===== src/shared/sfst_pkg.sv =====
// Package for the scanner field status telegram packer: layout, ids and limits.
`default_nettype none
package sfst_pkg;
  localparam int unsigned STAT_FIRST_BYTE = 17;
  localparam int unsigned STAT_LAST_BYTE = 19;
  localparam int unsigned VIO_FIRST_BYTE = 20;
  localparam logic [31:0] SUBMOD_STATUS_B = 32'h0000_0006;
  localparam logic [31:0] SUBMOD_VIO_A = 32'h0000_0007;
  localparam logic [31:0] SUBMOD_VIO_B = 32'h0000_0008;
  localparam int unsigned BIT_ACTIVE = 0;
  localparam int unsigned BIT_WARN_FREE = 1;
  localparam int unsigned BIT_PROT_FREE = 2;
  localparam int unsigned BIT_WSEG1 = 3;
  localparam int unsigned BIT_WSEG2 = 4;
  localparam int unsigned BIT_PSEG1 = 5;
  localparam int unsigned BIT_PSEG2 = 6;
  localparam int unsigned BIT_MATCH1 = 6;
  localparam int unsigned BIT_MATCH2 = 7;
  localparam logic [3:0] PAIR_MIN = 4'h1;
  localparam logic [3:0] PAIR_MAX = 4'hA;
  localparam logic signed [15:0] ANGLE_MIN = -16'sd135;
  localparam logic signed [15:0] ANGLE_MAX = 16'sd135;
  localparam logic [15:0] PROT_DIST_MAX = 16'h203A;
  localparam logic [15:0] WARN_DIST_MAX = 16'h4E20;
  localparam logic [23:0] STATUS_RESET = 24'h000000;
  localparam logic [63:0] VIO_RESET = 64'h0;

  // One beam of the scan as delivered by the measurement core.
  typedef struct packed {
    logic signed [15:0] angle;
    logic [15:0] distance;
    logic prot_hit;
    logic warn_hit;
  } sfst_beam_t;

  // Raw status inputs of the second protective function.
  typedef struct packed {
    logic active;
    logic warn_free;
    logic prot_free;
    logic warn_seg1_free;
    logic warn_seg2_free;
    logic prot_seg1_free;
    logic prot_seg2_free;
    logic [3:0] pair1;
    logic [3:0] pair2;
    logic [3:0] pair3;
    logic match_one;
    logic match_two;
  } sfst_status_t;

  // Violation module content, byte 0 first.
  typedef struct packed {
    logic signed [15:0] prot_angle;
    logic [15:0] prot_distance;
    logic signed [15:0] warn_angle;
    logic [15:0] warn_distance;
  } sfst_vio_t;

  typedef enum logic [1:0] {SFST_IDLE = 2'b00, SFST_SCAN = 2'b01, SFST_LATCH = 2'b11} sfst_state_t;
endpackage : sfst_pkg
`default_nettype wire


===== src/hdl/sfst_framer.sv =====
// Packer of the non-safe status and violation submodules of the scanner telegram.
`default_nettype none
module sfst_framer
  import sfst_pkg::*;
(
  input wire logic CLK, // 20 MHz clock.
  input wire logic SYS_RST, // Asynchronous reset, active high.
  input wire logic SCAN_START, // Pulse in the cycle before the first beam of a scan.
  input wire logic SCAN_END, // Pulse after the last beam of a scan.
  input wire logic BEAM_VALID_A, // Beam of function one valid.
  input wire sfst_beam_t BEAM_A, // Beam data, function one.
  input wire logic BEAM_VALID_B, // Beam of function two valid.
  input wire sfst_beam_t BEAM_B, // Beam data, function two.
  input wire sfst_status_t STATUS_B, // Live status of function two.
  output logic [23:0] STATUS_B_BYTES, // Status submodule, byte 0 in bits 7:0.
  output sfst_vio_t VIO_A, // Violation submodule of function one.
  output sfst_vio_t VIO_B, // Violation submodule of function two.
  output logic UPDATE // One cycle pulse when all submodules refresh.
);

  sfst_state_t state_reg;
  sfst_vio_t acc_a_reg;
  sfst_vio_t acc_b_reg;
  logic pseen_a_reg, wseen_a_reg, pseen_b_reg, wseen_b_reg;

  // Clamps an angle into the reportable span.
  function automatic logic signed [15:0] clamp_angle(input logic signed [15:0] a);
    if (a < ANGLE_MIN) begin
      return ANGLE_MIN;
    end else if (a > ANGLE_MAX) begin
      return ANGLE_MAX;
    end
    return a;
  endfunction : clamp_angle

  // Clamps a distance to the given maximum.
  function automatic logic [15:0] clamp_dist(input logic [15:0] d, input logic [15:0] mx);
    return (d > mx) ? mx : d;
  endfunction : clamp_dist

  // Forces a pair number into 1..10; out of range reads as 0 (none).
  function automatic logic [3:0] pair_ok(input logic [3:0] p);
    return (p >= PAIR_MIN && p <= PAIR_MAX) ? p : 4'h0;
  endfunction : pair_ok

  // Packs the three status bytes with reserved bits forced to zero.
  function automatic logic [23:0] pack_status(input sfst_status_t s);
    logic [23:0] b;
    b = STATUS_RESET;
    b[BIT_ACTIVE] = s.active;
    b[BIT_WARN_FREE] = s.active & s.warn_free;
    b[BIT_PROT_FREE] = s.active & s.prot_free;
    b[BIT_WSEG1] = s.warn_seg1_free;
    b[BIT_WSEG2] = s.warn_seg2_free;
    b[BIT_PSEG1] = s.prot_seg1_free;
    b[BIT_PSEG2] = s.prot_seg2_free;
    b[11:8] = pair_ok(s.pair1);
    b[15:12] = pair_ok(s.pair2);
    b[19:16] = pair_ok(s.pair3);
    b[16 + BIT_MATCH1] = s.match_one;
    b[16 + BIT_MATCH2] = s.match_two;
    return b;
  endfunction : pack_status

  // Scan sequencer: idle until a scan starts, latch after it ends.
  always_ff @(posedge CLK or posedge SYS_RST) begin
    if (SYS_RST) begin
      state_reg <= SFST_IDLE;
    end else begin
      case (state_reg)
        SFST_IDLE: begin
          if (SCAN_START) begin
            state_reg <= SFST_SCAN;
          end
        end
        SFST_SCAN: begin
          if (SCAN_END) begin
            state_reg <= SFST_LATCH;
          end
        end
        SFST_LATCH: begin
          state_reg <= SCAN_START ? SFST_SCAN : SFST_IDLE;
        end
        default: begin
          state_reg <= SFST_IDLE;
        end
      endcase
    end
  end

  wire logic scanning = (state_reg == SFST_SCAN);
  wire logic restart = SCAN_START && (state_reg != SFST_SCAN);

  // Function one accumulator keeps the first hit of each field in rotation order.
  always_ff @(posedge CLK or posedge SYS_RST) begin
    if (SYS_RST) begin
      acc_a_reg <= VIO_RESET;
      pseen_a_reg <= 1'b0;
      wseen_a_reg <= 1'b0;
    end else if (restart) begin
      acc_a_reg <= VIO_RESET;
      pseen_a_reg <= 1'b0;
      wseen_a_reg <= 1'b0;
    end else if (scanning && BEAM_VALID_A) begin
      if (BEAM_A.prot_hit && !pseen_a_reg) begin
        acc_a_reg.prot_angle <= clamp_angle(BEAM_A.angle);
        acc_a_reg.prot_distance <= clamp_dist(BEAM_A.distance, PROT_DIST_MAX);
        pseen_a_reg <= 1'b1;
      end
      if (BEAM_A.warn_hit && !wseen_a_reg) begin
        acc_a_reg.warn_angle <= clamp_angle(BEAM_A.angle);
        acc_a_reg.warn_distance <= clamp_dist(BEAM_A.distance, WARN_DIST_MAX);
        wseen_a_reg <= 1'b1;
      end
    end
  end

  // Function two accumulator, same layout.
  always_ff @(posedge CLK or posedge SYS_RST) begin
    if (SYS_RST) begin
      acc_b_reg <= VIO_RESET;
      pseen_b_reg <= 1'b0;
      wseen_b_reg <= 1'b0;
    end else if (restart) begin
      acc_b_reg <= VIO_RESET;
      pseen_b_reg <= 1'b0;
      wseen_b_reg <= 1'b0;
    end else if (scanning && BEAM_VALID_B) begin
      if (BEAM_B.prot_hit && !pseen_b_reg) begin
        acc_b_reg.prot_angle <= clamp_angle(BEAM_B.angle);
        acc_b_reg.prot_distance <= clamp_dist(BEAM_B.distance, PROT_DIST_MAX);
        pseen_b_reg <= 1'b1;
      end
      if (BEAM_B.warn_hit && !wseen_b_reg) begin
        acc_b_reg.warn_angle <= clamp_angle(BEAM_B.angle);
        acc_b_reg.warn_distance <= clamp_dist(BEAM_B.distance, WARN_DIST_MAX);
        wseen_b_reg <= 1'b1;
      end
    end
  end

  // All submodules publish together in the latch cycle.
  always_ff @(posedge CLK or posedge SYS_RST) begin
    if (SYS_RST) begin
      STATUS_B_BYTES <= STATUS_RESET;
      VIO_A <= VIO_RESET;
      VIO_B <= VIO_RESET;
      UPDATE <= 1'b0;
    end else begin
      UPDATE <= (state_reg == SFST_LATCH);
      if (state_reg == SFST_LATCH) begin
        STATUS_B_BYTES <= pack_status(STATUS_B);
        VIO_A <= acc_a_reg;
        VIO_B <= acc_b_reg;
      end
    end
  end

  // Checks on the published telegram content, the update pulse and the function one accumulator.
  chk_status_reserved: assert property (@(posedge CLK) disable iff (SYS_RST)
    STATUS_B_BYTES[7] == 1'b0 && STATUS_B_BYTES[21:20] == 2'b00)
    else $error("reserved status bits not zero");
  chk_free_needs_active: assert property (@(posedge CLK) disable iff (SYS_RST)
    !STATUS_B_BYTES[BIT_ACTIVE] |-> STATUS_B_BYTES[2:1] == 2'b00)
    else $error("field free while function off");
  chk_pair_range: assert property (@(posedge CLK) disable iff (SYS_RST)
    STATUS_B_BYTES[11:8] <= PAIR_MAX && STATUS_B_BYTES[15:12] <= PAIR_MAX
      && STATUS_B_BYTES[19:16] <= PAIR_MAX)
    else $error("pair number out of range");
  chk_angle_span: assert property (@(posedge CLK) disable iff (SYS_RST)
    VIO_A.prot_angle >= ANGLE_MIN && VIO_A.prot_angle <= ANGLE_MAX)
    else $error("protective angle out of span");
  chk_warn_angle: assert property (@(posedge CLK) disable iff (SYS_RST)
    VIO_A.warn_angle >= ANGLE_MIN && VIO_A.warn_angle <= ANGLE_MAX)
    else $error("warning angle out of span");
  chk_func_two_angle: assert property (@(posedge CLK) disable iff (SYS_RST)
    VIO_B.prot_angle >= ANGLE_MIN && VIO_B.prot_angle <= ANGLE_MAX
      && VIO_B.warn_angle >= ANGLE_MIN && VIO_B.warn_angle <= ANGLE_MAX)
    else $error("function two angle out of span");
  chk_prot_dist: assert property (@(posedge CLK) disable iff (SYS_RST)
    VIO_A.prot_distance <= PROT_DIST_MAX && VIO_B.prot_distance <= PROT_DIST_MAX)
    else $error("protective distance above limit");
  chk_warn_dist: assert property (@(posedge CLK) disable iff (SYS_RST)
    VIO_A.warn_distance <= WARN_DIST_MAX && VIO_B.warn_distance <= WARN_DIST_MAX)
    else $error("warning distance above limit");
  chk_stable_between: assert property (@(posedge CLK) disable iff (SYS_RST)
    !UPDATE ##1 !UPDATE |-> $stable(VIO_A) && $stable(VIO_B))
    else $error("violation data changed without update");
  chk_update_after_end: assert property (@(posedge CLK) disable iff (SYS_RST)
    (scanning && SCAN_END) |-> ##2 UPDATE)
    else $error("no update two cycles after scan end");
  chk_update_pulse: assert property (@(posedge CLK) disable iff (SYS_RST)
    UPDATE |=> !UPDATE)
    else $error("update pulse longer than one cycle");
  chk_latch_publish: assert property (@(posedge CLK) disable iff (SYS_RST)
    (state_reg == SFST_LATCH) |=> VIO_A == $past(acc_a_reg) && VIO_B == $past(acc_b_reg))
    else $error("violation data not taken from the finished scan");
  chk_first_hit_kept: assert property (@(posedge CLK) disable iff (SYS_RST)
    (scanning && BEAM_VALID_A && BEAM_A.prot_hit && pseen_a_reg && !restart)
      |=> $stable(acc_a_reg.prot_angle))
    else $error("later hit overwrote first hit");
  chk_status_copy: assert property (@(posedge CLK) disable iff (SYS_RST)
    (state_reg == SFST_LATCH) |=> STATUS_B_BYTES[0] == $past(STATUS_B.active))
    else $error("status not captured at latch");

  cov_scan_done: cover property (@(posedge CLK) disable iff (SYS_RST) UPDATE);
  cov_prot_hit: cover property (@(posedge CLK) disable iff (SYS_RST) UPDATE && VIO_A.prot_distance != 16'h0000);
  cov_back_to_back: cover property (@(posedge CLK) disable iff (SYS_RST) state_reg == SFST_LATCH && SCAN_START);
  cov_b_hit: cover property (@(posedge CLK) disable iff (SYS_RST) UPDATE && VIO_B.warn_distance != 16'h0000);

endmodule : sfst_framer
`default_nettype wire


===== config.mk =====
export PLATFORM = sky130hd
export DESIGN_NAME = sfst_framer
export DESIGN_NICKNAME = d
export VERILOG_FILES = /design/src/shared/sfst_pkg.sv /design/src/hdl/sfst_framer.sv
export SDC_FILE = /design/constraint.sdc
export NUM_CORES = 1
export LEC_CHECK = 0
export ABC_AREA = 0
export CAP_MARGIN = 15
export CORE_MARGIN = 3
export CORE_UTILIZATION = 35
export DETAILED_ROUTE_END_ITERATION = 8
export DONT_BUFFER_PORTS = 1
export SYNTH_ARGS = -nofsm -noshare
export SYNTH_HDL_FRONTEND = slang
export SYNTH_SLANG_ARGS = --single-unit
export TNS_END_PERCENT = 50

===== constraint.sdc =====
create_clock -name CLK -period 12.1 [get_ports CLK]
set_clock_uncertainty 0.15 [all_clocks]
set_input_delay 1.815 -clock CLK [delete_from_list [all_inputs] [get_ports CLK]]
set_output_delay 1.815 -clock CLK [all_outputs]
set_load 0.02 [all_outputs]

# Word-level counts from Yosys, hierarchy flattened

Index checks and enable logic that the tools add are counted.

Add/sub/neg operators: 0
$mul: 0
Divide/modulo/power cells: 0
$lt $le $gt $ge: 14
Eq/ne operators: 5
Shift-type cells: 0
Mux-type cells: 55
Bitwise operators: 2
Reduce and logical (&&, ||, !) cells: 26

Operator list:

| operator               | count |
|---|---|
| $mux W64               | 4 |
| $mux W16               | 12 |
| $mux W32               | 4 |
| $gt A16 B14 Y1 const B | 2 |
| $gt A16 B15 Y1 const B | 2 |
| $gt A16 B9 Y1 const B  | 2 |
| $lt A16 B9 Y1 const B  | 2 |
| $mux W1                | 29 |
| $ge A4 B1 Y1 const B   | 3 |
| $le A4 B4 Y1 const B   | 3 |
| $mux W4                | 3 |
| $reduce_bool A2 Y1     | 6 |
| $logic_and A1 B1 Y1    | 10 |
| $reduce_and A2 Y1      | 5 |
| $pmux W2 S3            | 1 |
| $logic_not A1 Y1       | 4 |
| $mux W2                | 2 |
| $ne A2 B2 Y1 const B   | 2 |
| $and A1 B1 Y1          | 2 |
| $eq A2 B1 Y1 const B   | 1 |
| $eq A2 B2 Y1 const B   | 1 |
| $logic_not A2 Y1       | 1 |
| $ne A2 B1 Y1 const B   | 1 |

Bits in registers: 284
Bits in latches: 0
RAM bits: 0
Bits in read-only memories: 0
Input bits: 95
Output and inout bits: 153
Word-level logic and storage cells: 125
Memories kept: 0

# Longest topological paths before layout

Word-level depth: 10
Mapped depth: 6

# Worst setup path before layout

OpenSTA, ideal clock, no wires.

Kind: in2reg
Start point: in BEAM_VALID_A
End point: reg acc_a_reg[37] (netlist bit)
Library setup time: 122 ps
Data arrival time: 3068 ps
Data required time: 11828 ps
Setup slack: 8760 ps
Cell stages on the path: 6
Buffers on the path: 2
Cells stage by stage: nand3b_2 -> or3b_1 -> buf_6 -> a2111oi_4 -> buf_6 -> a21oi_1

Cells in the longest elaborated chain, start to end: 3

Ends and longest elaborated chain:

| what                         | RTL line           | RTL |
|---|---|---|
| start, declared              | sfst_framer.sv:10  | `input wire logic BEAM_VALID_A,` |
| $logic_and A1 B1 Y1          | sfst_framer.sv:104 | `end else if (scanning && BEAM_VALID_A) begin` |
| $reduce_bool A2 Y1 (no line) | --                 |  |
| $reduce_and A2 Y1 (no line)  | --                 |  |
| end, declared                | sfst_framer.sv:22  | `sfst_vio_t acc_a_reg;` |

No other way between the ends.
A chain may end at the register's enable or synchronous reset.

# Worst setup path in the final report

Start point: in BEAM_VALID_A
End point: reg acc_a_reg[44] (netlist bit)

Same word-level chain as after synthesis.

==> results.yml <==
clock_network:
  clock_latency_ns: 0.55
  clk_pin_slew_worst_paths_ns: 0.06
  root_buffer: "clkbuf_16"
  hold_buffers: 0
  cts_buffers: 30
  cts_tree: "built"
  cts_sinks: 284
  post_cts_buffers: 0
  cts_buffer_depth: 3
  ctsHtreeMaxLevel: 1
  cts_resized: 0
sta:
  slew_headroom_pct: 27.2
  worstMarginPinSlew_ns: 1.09
  setup_viol: 0
  slew_violations: 0
  setup-tns-final_ns: 0
  post-route-min-period_ns: 3.46
  fin_crit_sh_pct: 28.6
  rsz0062_at_grt: "false"
  max_freq_mhz: 289
  hold_viol_final: 0
  worst_slack_ns: 8.64
power_and_ir_drop:
  irDropWorstVdd_v: 0.000129
  p_sw_w: 0.000940
  power_leakage_nw: 5.88
  switching_share_pct: 31.7
  pwr-share-seq_pct: 52.6
  p_clk_share_pct: 34.4
  internal_power_w: 0.00202
  total_power_w: 0.00296
  p_per_area_nw_per_um2: 235
  comb_power_share_pct: 13.0
die:
  pin_count: 248
  core_area_sq_um: 31000
  initial_core_util_pct: 36.0
  die_h_um: 184
  design.die.area_sq_um: 34000
  die_w_um: 184
  rows: 64
critical_path:
  cp_num_buf_inv: 0
  cp.arrival_ns: 3.79
  required_ns: 12.43
  crit_family: "compound AO/OA/AOI/OAI gates"
  slowest_delay_ns: 0.85
  rrSetupSlack_ns: 9.06
  cp_slowest_cell: "a2111oi_4"
  worstSetupPathType: "input pin to register"
  startpoint_type: "input pin"
  critPathMaxFanout: 19
  end_kind: "register"
  cp_cell_sequence: "nand3b_2 -> or3b_1 -> a2111oi_4 -> a22o_1"
logic_synthesis:
  syn_area_sq_um: 11100
  syn_inst: 867
  yosys_warnings: 0
  synth_top_area_share_pct: 63.7
  synthTopCellsByArea: "dfrtp_1 64%, mux2_2 14%, a21oi_1 3.1%"
  synthArstFlopShare_pct: 100
  syn_area_per_cell_sq_um: 12.9
  ys_ff_latch: 284
  yosysSeqAreaShare_pct: 63.7
  synth.distinct_cells: 49
  synth-main-ff-cell: "dfrtp_1"
  synth_top_area_cell: "dfrtp_1"
  synth-edff-count: 0
drt:
  drt_iter0_markers: 324
  wire_per_inst_um: 20.5
  postRouteWirelength_um: 26300
  antenna_left: 0
  dr.pass1.iters: 5
  drt-vias-per-instance: 5.41
  num_vias: 6918
  post-route-drc-count: 0
global_routing:
  grt_pass1_wl_um: 40400
  grt.busiest_layer: "met2"
  met3_usage_pct: 4.66
  antenna_found_initial: 0
  met2_usage_pct: 23.0
  grt_pass1_vias: 6873
  use_met1_pct: 19.8
  grt_max_degree: 140
  gr-usage-all-layers_pct: 14.8
  overflow: 0
final_layout:
  final_common_cell: "dfrtp_1"
  finalInstanceArea_sq_um: 12600
  drive_gt1_share_pct: 24.0
  fin_nets: 954
  n_fill_cell: 2887
  final_cell_mix: "284 x dfrtp_1, 135 x mux2_2, 78 x nand2_1, 68 x a21oi_1, 37 x o21ai_0"
  diodes: 0
  synthToLayoutAreaGrowth_pct: 13.2
outcome:
  outcome: "finished clean"
placement:
  place_area_sq_um: 11500
  dp_hpwl_um: 17600
  port_buffers: 0
  dpl_worst_slack_ns: 8.12
  gp_congestion: 0.771
hold_path:
  hold_path.class: "register to register"
job:
  drv_cap: 0
[area by class of cell]
class,instances,area [sq um],share of cell area (%)
Sequential cell,284,7110,56.3
Multi-Input combinational cell,523,3790,30.1
Inverter,11,50.0,0.397
Tap cell,396,495,3.93
Clock inverter,16,268,2.12
Clock buffer,40,840,6.65
Timing Repair Buffer,9,67.6,0.535
[logic make-up (layout without fill, tap and decap cells)]
family	count (synthesis)	count (layout)	share of synthesized area, %
AO/OA/AOI/OAI	186	186	11.1
adder cells (fa/ha/maj)	1	1	0.0898
buffers and inverters	62	76	2.39
flip-flops	284	284	63.7
multiplexers	135	135	13.6
other	1	3	0.0336
AND/OR/NAND/NOR	198	198	9.01
[cell usage after synthesis (all sizes together) (2+ instances only)]
master,number
nor3b,4
a211oi,5
a221o,3
nand2b,4
clkbuf,36
buf,15
o211ai,4
mux2,135
a31oi,8
or3b,4
nor3,10
and3,10
a22o,21
a32o,20
o31ai,8
a21oi,68
nor4,9
o41ai,2
nand3,30
o21ai,39
nor2,22
nand3b,10
and4b,2
inv,11
nor2b,2
nand2,80
nand4b,3
dfrtp,284
nand4,5
a31o,2
[layer usage]
metal | up-vias | wire length, um
li1 | 3145 | -
met4 | 0 | 728
met2 | 220 | 11900
met1 | 3513 | 11400
met5 | - | 0
met3 | 40 | 2200
[worst reg2reg max path: stages (launching register included)]
cell	delay (ns)
dfrtp_1	0.48
nand2_4	0.53
clkinv_2	0.43
buf_4	0.79
mux2_2	0.54
[path summary, 6_finish.rpt]
| kind | from | to | cells after the start |
|---|---|---|---|
| max in group asynchronous | SYS_RST | VIO_B[58] | 2 |
| max | BEAM_VALID_A | acc_a_reg[44] | 4 |
| min | acc_a_reg[2] | acc_a_reg[2] | 1 |
| max reg2reg | state_reg[0] | VIO_A[58] | 4 |
| min reg2reg | acc_a_reg[2] | acc_a_reg[2] | 1 |
| min in group asynchronous | SYS_RST | VIO_A[31] | 1 |
[through the flow]
step	utilization, %	instances	hold slack [ns]
4_1_cts	40.7	1279	0.344
5_1_grt	40.7	1279	0.358
3_3_place_gp	37.2	1223	0.330
3_5_place_dp	37.2	1223	0.329
2_1_floorplan	-	869	0.310
6_report	40.7	1279	0.343
[power groups by stage]
stage | clock [W] | combinational [W] | sequential, W
floorplan | 0 | 0.000329 | 0.00150
global placement | 0 | 0.000378 | 0.00158
detailed placement | 0 | 0.000390 | 0.00159
CTS | 0.00105 | 0.000392 | 0.00157
global route | 0.00108 | 0.000434 | 0.00159
finish | 0.00102 | 0.000384 | 0.00156
Power figures use the tool's default switching activity.
